### src/design/uei_params.svh
// Constants for the endpoint interrupt and FIFO reset block.
// Assumes inclusion by bare name from every design file that needs them.
`ifndef UEI_PARAMS_SVH
`define UEI_PARAMS_SVH

// ==========================================================
// Register map
`define UEI_ADDR_IRQ_EN   8'hc2
`define UEI_ADDR_IRQ_SUM  8'hf8
`define UEI_ADDR_FIFO_RST 8'hd5
`define UEI_ADDR_EP_SEL   8'hc7
`define UEI_ADDR_EP_STAT  8'hce

// ==========================================================
// Widths, masks and reset values
`define UEI_NUM_EP        7
`define UEI_SEL_W         3
`define UEI_SRC_W         5
`define UEI_RSV_MASK      8'h7f
`define UEI_ZERO_BYTE     8'h00
`define UEI_ZERO_EP       7'h00
`define UEI_ZERO_SEL      3'h0
`define UEI_ZERO_SRC      5'h00

// ==========================================================
// Endpoint status byte bit positions
`define UEI_STAT_IN_DONE  0
`define UEI_STAT_BANK0    1
`define UEI_STAT_SETUP    2
`define UEI_STAT_STALL    3
`define UEI_STAT_BANK1    6

`endif

### src/design/uei_pkg.sv
// Types shared by the endpoint interrupt and FIFO reset block.
// Assumes uei_params.svh is compiled alongside.
package uei_pkg;

	// ==========================================================
	// Status sources of one endpoint
	typedef struct packed {
		logic out_bank1_received;
		logic stall_sent_or_crc_error;
		logic setup_packet_received;
		logic out_bank0_received;
		logic in_packet_done;
	} uei_src_s;

	// ==========================================================
	// One register access from the bus port
	typedef struct packed {
		logic [7:0] addr;
		logic [7:0] wdata;
		logic       wr;
		logic       rd;
	} uei_req_s;

endpackage

### src/design/uei_ep_status.sv
// Status sources of one endpoint: set by endpoint events, cleared by writing one.
// Assumes event pulses come from logic on the same clock.
`include "uei_params.svh"

module uei_ep_status (
	input  wire logic               clk,
	input  wire logic               sys_rst,
	input  wire uei_pkg::uei_src_s  evt,
	input  wire uei_pkg::uei_src_s  clr,
	output      uei_pkg::uei_src_s  status
);

	uei_pkg::uei_src_s status_ff;
	uei_pkg::uei_src_s nxt_status;

	// ==========================================================
	// Next status: set beats clear, setup clears the rest
	always_comb begin
		nxt_status = (status_ff & ~clr) | evt; // [RL10]
		if (evt.setup_packet_received) begin
			nxt_status = `UEI_ZERO_SRC; // [RL11]
			nxt_status.setup_packet_received = 1'b1; // [RL11]
		end
	end

	always_ff @(posedge clk or posedge sys_rst) begin
		if (sys_rst) begin
			status_ff <= `UEI_ZERO_SRC;
		end else begin
			status_ff <= nxt_status;
		end
	end

	assign status = status_ff;

endmodule

### src/design/uei_ctrl.sv
// Endpoint FIFO reset control, endpoint interrupt summary and interrupt request.
// Assumes a same-clock register port and same-clock endpoint event pulses.
//
// Function
// RL1: FIFO held in reset while bit set
// RL2: Firmware pulses reset bit after any reset
// RL3: Bit 7 reads zero, writes ignored
// RL4: Summary bit set when any source set
// RL5: Summary clears only when all sources clear
// RL6: Interrupt when summary and enable both set
// RL7: Enable bit allows or suppresses endpoint interrupts
// RL8: Summary register read-only at F8h
// RL9: Enable register read/write at C2h
// RL10: Transmit-complete source set on IN done
// RL11: Setup sets its bit, clears others
// RL12: Enable and FIFO reset bits reset zero
//
// Design decision made here: the strobed register port.
`include "uei_params.svh"

module uei_ctrl (
	input  wire logic                                   clk,
	input  wire logic                                   sys_rst,
	input  wire logic [7:0]                             reg_addr,
	input  wire logic [7:0]                             reg_wdata,
	input  wire logic                                   reg_wr,
	input  wire logic                                   reg_rd,
	input  wire uei_pkg::uei_src_s [`UEI_NUM_EP-1:0]    ep_evt,
	output      logic [7:0]                             reg_rdata,
	output      logic [`UEI_NUM_EP-1:0]                 ep_fifo_clear,
	output      logic                                   usb_irq
);

	uei_pkg::uei_req_s                  req;
	uei_pkg::uei_src_s [`UEI_NUM_EP-1:0] ep_stat;
	uei_pkg::uei_src_s [`UEI_NUM_EP-1:0] ep_clr;
	logic [`UEI_NUM_EP-1:0]             irq_summary;
	logic [`UEI_NUM_EP-1:0]             irq_enable_ff;
	logic [`UEI_NUM_EP-1:0]             fifo_clear_ff;
	logic [`UEI_SEL_W-1:0]              ep_sel_ff;
	logic [7:0]                         rdata_ff;
	logic                               irq_ff;
	logic [7:0]                         nxt_rdata;
	logic                               sel_ok;

	assign req = '{addr: reg_addr, wdata: reg_wdata, wr: reg_wr, rd: reg_rd};
	assign sel_ok = (ep_sel_ff < `UEI_SEL_W'(`UEI_NUM_EP));

	// ==========================================================
	// Helpers
	function automatic logic hit(input logic [7:0] a, input logic [7:0] off);
		hit = (a == off);
	endfunction

	function automatic logic [7:0] stat_byte(input uei_pkg::uei_src_s s);
		stat_byte = `UEI_ZERO_BYTE;
		stat_byte[`UEI_STAT_IN_DONE] = s.in_packet_done;
		stat_byte[`UEI_STAT_BANK0]   = s.out_bank0_received;
		stat_byte[`UEI_STAT_SETUP]   = s.setup_packet_received;
		stat_byte[`UEI_STAT_STALL]   = s.stall_sent_or_crc_error;
		stat_byte[`UEI_STAT_BANK1]   = s.out_bank1_received;
	endfunction

	function automatic uei_pkg::uei_src_s stat_src(input logic [7:0] b);
		stat_src = `UEI_ZERO_SRC;
		stat_src.in_packet_done          = b[`UEI_STAT_IN_DONE];
		stat_src.out_bank0_received      = b[`UEI_STAT_BANK0];
		stat_src.setup_packet_received   = b[`UEI_STAT_SETUP];
		stat_src.stall_sent_or_crc_error = b[`UEI_STAT_STALL];
		stat_src.out_bank1_received      = b[`UEI_STAT_BANK1];
	endfunction

	// ==========================================================
	// Per-endpoint status and summary
	genvar g;
	generate
		for (g = 0; g < `UEI_NUM_EP; g++) begin : g_ep
			always_comb begin
				ep_clr[g] = `UEI_ZERO_SRC;
				if (req.wr && hit(req.addr, `UEI_ADDR_EP_STAT) && sel_ok
				    && (ep_sel_ff == `UEI_SEL_W'(g))) begin
					ep_clr[g] = stat_src(req.wdata);
				end
			end

			uei_ep_status u_stat (
				.clk     (clk),
				.sys_rst (sys_rst),
				.evt     (ep_evt[g]),
				.clr     (ep_clr[g]),
				.status  (ep_stat[g])
			);

			assign irq_summary[g] = |ep_stat[g]; // [RL4] [RL5]
		end
	endgenerate

	// ==========================================================
	// Writable registers
	always_ff @(posedge clk or posedge sys_rst) begin
		if (sys_rst) begin
			irq_enable_ff <= `UEI_ZERO_EP; // [RL12]
		end else if (req.wr && hit(req.addr, `UEI_ADDR_IRQ_EN)) begin
			irq_enable_ff <= req.wdata[`UEI_NUM_EP-1:0]; // [RL9] [RL3]
		end
	end

	always_ff @(posedge clk or posedge sys_rst) begin
		if (sys_rst) begin
			fifo_clear_ff <= `UEI_ZERO_EP; // [RL12]
		end else if (req.wr && hit(req.addr, `UEI_ADDR_FIFO_RST)) begin
			fifo_clear_ff <= req.wdata[`UEI_NUM_EP-1:0]; // [RL1] [RL3]
		end
	end

	always_ff @(posedge clk or posedge sys_rst) begin
		if (sys_rst) begin
			ep_sel_ff <= `UEI_ZERO_SEL;
		end else if (req.wr && hit(req.addr, `UEI_ADDR_EP_SEL)) begin
			ep_sel_ff <= req.wdata[`UEI_SEL_W-1:0];
		end
	end

	// ==========================================================
	// Read data, valid one cycle after the read strobe
	always_comb begin
		nxt_rdata = `UEI_ZERO_BYTE;
		if (req.rd) begin
			if (hit(req.addr, `UEI_ADDR_IRQ_EN)) begin
				nxt_rdata = {1'b0, irq_enable_ff} & `UEI_RSV_MASK; // [RL3]
			end else if (hit(req.addr, `UEI_ADDR_IRQ_SUM)) begin
				nxt_rdata = {1'b0, irq_summary} & `UEI_RSV_MASK; // [RL8] [RL3]
			end else if (hit(req.addr, `UEI_ADDR_FIFO_RST)) begin
				nxt_rdata = {1'b0, fifo_clear_ff} & `UEI_RSV_MASK; // [RL3]
			end else if (hit(req.addr, `UEI_ADDR_EP_SEL)) begin
				nxt_rdata = {5'h00, ep_sel_ff};
			end else if (hit(req.addr, `UEI_ADDR_EP_STAT) && sel_ok) begin
				nxt_rdata = stat_byte(ep_stat[ep_sel_ff]);
			end
		end
	end

	always_ff @(posedge clk or posedge sys_rst) begin
		if (sys_rst) begin
			rdata_ff <= `UEI_ZERO_BYTE;
		end else begin
			rdata_ff <= nxt_rdata;
		end
	end

	// ==========================================================
	// Interrupt request
	always_ff @(posedge clk or posedge sys_rst) begin
		if (sys_rst) begin
			irq_ff <= 1'b0;
		end else begin
			irq_ff <= |(irq_summary & irq_enable_ff); // [RL6] [RL7]
		end
	end

	assign reg_rdata     = rdata_ff;
	assign ep_fifo_clear = fifo_clear_ff;
	assign usb_irq       = irq_ff;

endmodule

### config.mk
export PLATFORM = sky130hd
export DESIGN_NAME = uei_ctrl
export DESIGN_NICKNAME = d
export VERILOG_FILES = /design/src/design/uei_pkg.sv /design/src/design/uei_ep_status.sv /design/src/design/uei_ctrl.sv
export VERILOG_INCLUDE_DIRS = /design/src /design/src/design
export SDC_FILE = /design/constraint.sdc
export NUM_CORES = 1
export LEC_CHECK = 0
export BUFFER_PORTS_ARGS = -buffer_cell sky130_fd_sc_hd__buf_4
export CAP_MARGIN = 20
export CORE_ASPECT_RATIO = 2
export CORE_MARGIN = 2
export CORE_UTILIZATION = 30
export CTS_CLUSTER_DIAMETER = 200
export DETAILED_ROUTE_END_ITERATION = 16
export GPL_TIMING_DRIVEN = 0
export PLACE_DENSITY = 0.53
export SYNTH_ARGS = -nofsm -noshare
export SYNTH_HDL_FRONTEND = slang
export SYNTH_SLANG_ARGS = --single-unit
### constraint.sdc
create_clock -name clk -period 2 [get_ports clk]
set_clock_uncertainty 0.2 [all_clocks]
set_input_delay 0.1 -clock clk [delete_from_list [all_inputs] [get_ports clk]]
set_output_delay 0.1 -clock clk [all_outputs]
set_load 0.05 [all_outputs]
Yosys cells after proc, flatten, opt, wreduce, memory -nomap -nowiden

Index checks and enable logic that the tools add are counted.

Register bits: 61
Input bits: 55
Output and inout port bits: 16

Magnitude comparators: 2
Equal/unequal tests: 11
Multiplexer cells: 22
Bitwise operators: 22
Reduce and logical (&&, ||, !) cells: 22

Operators by type and width:

| kind                                                       | count |
|---|---|
| two-way mux 5 bit                                          | 15 |
| two-way mux 7 bit                                          | 6 |
| equality test 8 bit, second input constant                 | 5 |
| bitwise AND 5 bit                                          | 7 |
| NOT 5 bit                                                  | 7 |
| bitwise OR 5 bit                                           | 7 |
| OR reduction 5 bit                                         | 7 |
| binary-select mux 5 bit (select 3 bit)                     | 1 |
| logical AND 1 bit                                          | 13 |
| equality test 3 bit, second input constant                 | 3 |
| bitwise AND 7 bit                                          | 1 |
| OR reduction 7 bit                                         | 1 |
| equality test 3 x 2 -> 1 bit, second input constant        | 2 |
| less-than comparator 3 x 4 -> 1 bit, second input constant | 1 |
| equality test 3 x 1 -> 1 bit, second input constant        | 1 |
| logical NOT 3 bit                                          | 1 |
| less-than comparator 3 bit, second input constant          | 1 |

Depth between registers and ports, before layout

Depth after elaboration: 9
Depth in mapped cells: 6
Depth with buffers taken out: 5

Modules after synthesis

From an unflattened synthesis, not the netlist that was laid out.

Cells, all modules: 349
Area, all modules: 3404.5 µm²

By module, submodules not included:

| module        | instances | cells each | area an instance (µm²) |
|---|---|---|---|
| uei_ctrl      | 1         | 209        | 2003.2 |
| uei_ep_status | 7         | 20         | 200.2 |

Worst setup path after synthesis

Ideal clock, no wire load.

Kind: reg2reg
Start: reg ep_sel_ff[0]
End: reg rdata_ff[3] (netlist: reg_rdata[3])
Setup time: 129 ps
Arrival time: 1539 ps
Setup slack: 133 ps
Stages on the path, launching flop included: 6
Clock period less this slack: 1867 ps
Path through: dfrtp_1 buf_2 clkbuf_1 mux4_2 o211ai_1 a31oi_1

Longest elaborated chain between the ends: 8
Elaborated cells on any way between the ends: 10
Classes of those cells: 1 x order compare; 8 x mux; 1 x reduce/logical

RTL lines:

| item                                                                                 | RTL line                         | RTL |
|---|---|---|
| start: declaration                                                                   | uei_ctrl.sv:40                   | `` logic [`UEI_SEL_W-1:0] ep_sel_ff; `` |
| start signal: assignment                                                             | uei_ctrl.sv:118                  | `` ep_sel_ff <= `UEI_ZERO_SEL; `` |
| start signal: assignment                                                             | uei_ctrl.sv:120                  | `` ep_sel_ff <= req.wdata[`UEI_SEL_W-1:0]; `` |
| binary-select mux 5 bit (select 3 bit) or less-than comparator 3 bit (tied branches) | uei_ctrl.sv:138, uei_ctrl.sv:47  |  |
| two-way mux 5 bit (implied by the code) or logical AND 1 bit (tied branches)         | uei_ctrl.sv:138, uei_ctrl.sv:137 |  |
| two-way mux 7 bit *                                                                  | uei_ctrl.sv:137                  | `` end else if (hit(req.addr, `UEI_ADDR_EP_STAT) && sel_ok) begin `` |
| two-way mux 7 bit *                                                                  | uei_ctrl.sv:135                  | `` end else if (hit(req.addr, `UEI_ADDR_EP_SEL)) begin `` |
| two-way mux 7 bit *                                                                  | uei_ctrl.sv:133                  | `` end else if (hit(req.addr, `UEI_ADDR_FIFO_RST)) begin `` |
| two-way mux 7 bit *                                                                  | uei_ctrl.sv:131                  | `` end else if (hit(req.addr, `UEI_ADDR_IRQ_SUM)) begin `` |
| two-way mux 7 bit *                                                                  | uei_ctrl.sv:129                  | `` if (hit(req.addr, `UEI_ADDR_IRQ_EN)) begin `` |
| two-way mux 7 bit *                                                                  | uei_ctrl.sv:128                  | `if (req.rd) begin` |
| named net nxt_rdata[3]                                                               | uei_ctrl.sv:43                   | `logic [7:0] nxt_rdata;` |
| end signal: assignment                                                               | uei_ctrl.sv:145                  | `` rdata_ff <= `UEI_ZERO_BYTE; `` |
| end signal: assignment                                                               | uei_ctrl.sv:147                  | `rdata_ff <= nxt_rdata;` |
| end: declaration                                                                     | uei_ctrl.sv:41                   | `logic [7:0] rdata_ff;` |

The timed path passes the listed nets; every way through them passes the cells marked *. The select of a mux whose other input is x is not followed.
A chain may end at the register's enable or synchronous reset.

Worst setup path after layout

Start: reg g_ep[6].u_stat.status_ff (netlist bit g_ep[6].u_stat.status[2])
End: reg irq_ff (netlist: usb_irq)

Longest elaborated chain between the ends: 3

RTL lines:

| item                     | RTL line            | RTL |
|---|---|---|
| start: declaration       | uei_ep_status.sv:13 | `uei_pkg::uei_src_s status_ff;` |
| start signal: assignment | uei_ep_status.sv:28 | `` status_ff <= `UEI_ZERO_SRC; `` |
| start signal: assignment | uei_ep_status.sv:30 | `status_ff <= nxt_status;` |
| OR reduction 5 bit       | uei_ctrl.sv:94      | `assign irq_summary[g] = \|ep_stat[g];` |
| bitwise AND 7 bit        | uei_ctrl.sv:157     | `irq_ff <= \|(irq_summary & irq_enable_ff);` |
| OR reduction 7 bit       | uei_ctrl.sv:157     |  |
| end signal: assignment   | uei_ctrl.sv:157     |  |
| end: declaration         | uei_ctrl.sv:42      | `logic irq_ff;` |

No other way between the ends.

==> impl_metrics.json <==
{
  "synth_ff_type": "dfrtp_1",
  "start_util_pct": 31.0,
  "drive_gt1_share_pct": 27.4,
  "cts_tree": "yes",
  "start_kind": "register",
  "nets": 489,
  "htree_num_levels": 3,
  "syn-cell-area_sq_mm": 0.00315,
  "synth.net_count": 372,
  "dpl.hpwl_um": 7630,
  "clock_sinks": 60,
  "synth_top_area_share_pct": 47.7,
  "avgSynthCellArea_sq_um": 9.92,
  "slew_viol_final": 0,
  "clk-insertion-delay-late_ns": 0.33,
  "rsz0062_at_grt": "no",
  "hold_violations": 0,
  "cts_buffers": 9,
  "synth.area.top_cells": "dfrtp_1 (48%), mux2_2 (6.1%), nor2_1 (5.4%)",
  "n_antenna_cell": 0,
  "hold_class": "input port to register",
  "drt_iter0_markers": 120,
  "finalCriticalPeriod_ns": 1.95,
  "vdd_drop_max_mv": 0.412,
  "cp_max_fo": 3,
  "area_growth_pct": 44.9,
  "io_buffers": 63,
  "min_period_over_period_pct": 97.6,
  "yosysTopAreaCell": "dfrtp_1",
  "cellLeakagePower_nw": 1.98,
  "synth_edf_count": 0,
  "via_per_inst": 5.12,
  "core-area_sq_mm": 0.0101,
  "yosys_warnings": 0,
  "num_rows": 52,
  "clockBufferDepth": 2,
  "drc": 0,
  "gr-total-overflow": 0,
  "p_per_area_mw_per_mm2": 716,
  "finalInstanceArea_sq_mm": 0.00456,
  "status": "finished clean",
  "total_power_mw": 3.27,
  "cp-end-kind": "register",
  "antenna_found_initial": 0,
  "ys_seq_area_share_pct": 47.7,
  "fmax_mhz": 512,
  "ant_nets": 0,
  "num_vias": 2933,
  "gp_congestion": 0.853,
  "crit_required_ns": 2.01,
  "synth_seq_cells": 60,
  "synth.most_common_cell": "dfrtp_1",
  "path_class": "register to register",
  "grt_use_total_pct": 18.6,
  "maxCapViolCount": 0,
  "place_ws_ns": -0.266,
  "max_slew.worst_pin.slew_ns": 0.689,
  "synthCells": 317,
  "die-area_sq_mm": 0.0114,
  "die_w_um": 76.4,
  "ctsRootBufferMaster": "clkbuf_16",
  "grt_pass1_wl_um": 15900,
  "grt_max_degree": 32,
  "cts.clk_slew.worst_paths_ns": 0.05,
  "grt_pass1_vias": 2935,
  "finalWirelength_um": 10100,
  "wire_per_inst_um": 17.6,
  "setup_viol": 0,
  "fin_ws_ns": 0.0480,
  "yosys-top-cells-count": "dfrtp_1 (60), nor2_1 (45), nand2_1 (23)",
  "async_reset_ff_share_pct": 100,
  "slew_headroom_pct": 54.0,
  "synth.distinct_cells": 41,
  "drt-pass1-iter-count": 4,
  "top_level_ports": 71,
  "crit_arrival_ns": 1.96,
  "die_height_um": 149,
  "place_area_sq_mm": 0.00381
}
critical path, stage by stage, from the launching register on:
cell       delay, ns
dfrtp_1         0.40
or4_1           0.52
nor2_1          0.31
o2bb2ai_1       0.12
a211o_1         0.28
final timing paths:
kind	startpoint	to	slack (ns)	depth (start not counted)
max	g_ep[6].u_stat.status[2]$_DFF_PP0_	usb_irq$_DFF_PP0_	0.05	4
min	reg_addr[2]	reg_rdata[3]$_DFF_PP0_	0.02	4
max reg2reg	g_ep[6].u_stat.status[2]$_DFF_PP0_	usb_irq$_DFF_PP0_	0.05	4
min reg2reg	g_ep[3].u_stat.status[2]$_DFF_PP0_	g_ep[3].u_stat.status[2]$_DFF_PP0_	0.30	1
max in group asynchronous	sys_rst	g_ep[6].u_stat.status[0]$_DFF_PP0_	0.75	4
min in group asynchronous	sys_rst	g_ep[0].u_stat.status[4]$_DFF_PP0_	0.24	3
report_power, final:
part	total, mW	switching, mW	internal, mW
clock	1.47	0.503	0.963
combinational	0.467	0.243	0.224
sequential	1.33	0.0560	1.28
total	3.27	0.802	2.46
repair_timing:
action,4_1_cts,5_1_grt
hold buffers,42,0
setup endpoints to repair,19,14
endpoints found under the hold margin,76,0
setup buffers,0,0
gates resized for setup,5,9
routing by layer:
layer | global-route usage (%) | up-vias | share of wire, %
li1 | - | 1391 | -
met5 | 0 | - | 0
met2 | 35.0 | 107 | 56
met4 | 8.73 | 0 | 3.3
met1 | 19.2 | 1416 | 35
met3 | 4.30 | 19 | 5.0
cell type report:
type                    count  area (sq um)
multi-input cells         220          1530
inverters                  20          75.1
flip-flops and latches     60          1500
repair buffers            106           913
plain buffers              17          85.1
clock buffers              14           284
fillers                  1022          5590
well taps                 135           169
clock inverters             1          5.00
layout by cell type, fill, tap and decap left out, types with 3 or more instances in the layout:
cell,count
inv_1,19
or4_1,4
mux2_2,17
nand2_1,23
clkbuf_16,9
mux2i_1,5
a21o_1,5
nor2b_1,5
dfrtp_1,60
o21ai_0,11
o2bb2ai_1,3
o211ai_1,5
buf_4,64
clkbuf_1,9
nand4_1,11
a21oi_1,19
clkbuf_4,3
clkbuf_8,4
nor2_1,45
a311oi_1,16
dlygate4sd3_1,42
mux4_2,5
buf_2,4
a31oi_1,5
nand3_1,4
nor3_1,5
flip-flops by register name, summed over array words and instances, names as in the netlist:
name	count
usb_irq	1
g_ep.u_stat.status	35
ep_sel_ff	3
ep_fifo_clear	7
irq_enable_ff	7
reg_rdata	7
metrics by stage:
stage | hold slack, ns | util, % | instances | TNS, ns
after global placement | 0.0988 | 37.3 | 515 | -38.81
after floorplan | -0.0338 | - | 317 | 0
after global routing | 0.0511 | 44.9 | 573 | 0
after detailed placement | 0.0594 | 37.5 | 516 | -4.14
after CTS | 0.00244 | 44.6 | 573 | 0
final | 0.0191 | 44.9 | 573 | 0
cells by family (layout without fill, tap and decap cells):
logic type             count (synthesis)  after routing  synth area share, %
AO/OA/AOI/OAI                         77             77                 16.6
multiplexers                          27             27                 11.3
buffers and inverters                 37            158                 4.77
flip-flops                            60             60                 47.7
AND/OR/NAND/NOR                      114            114                 19.2
other                                  1              1                0.119
XOR/XNOR                               1              1                0.278
Note: power is estimated with default switching activity, not from simulation.
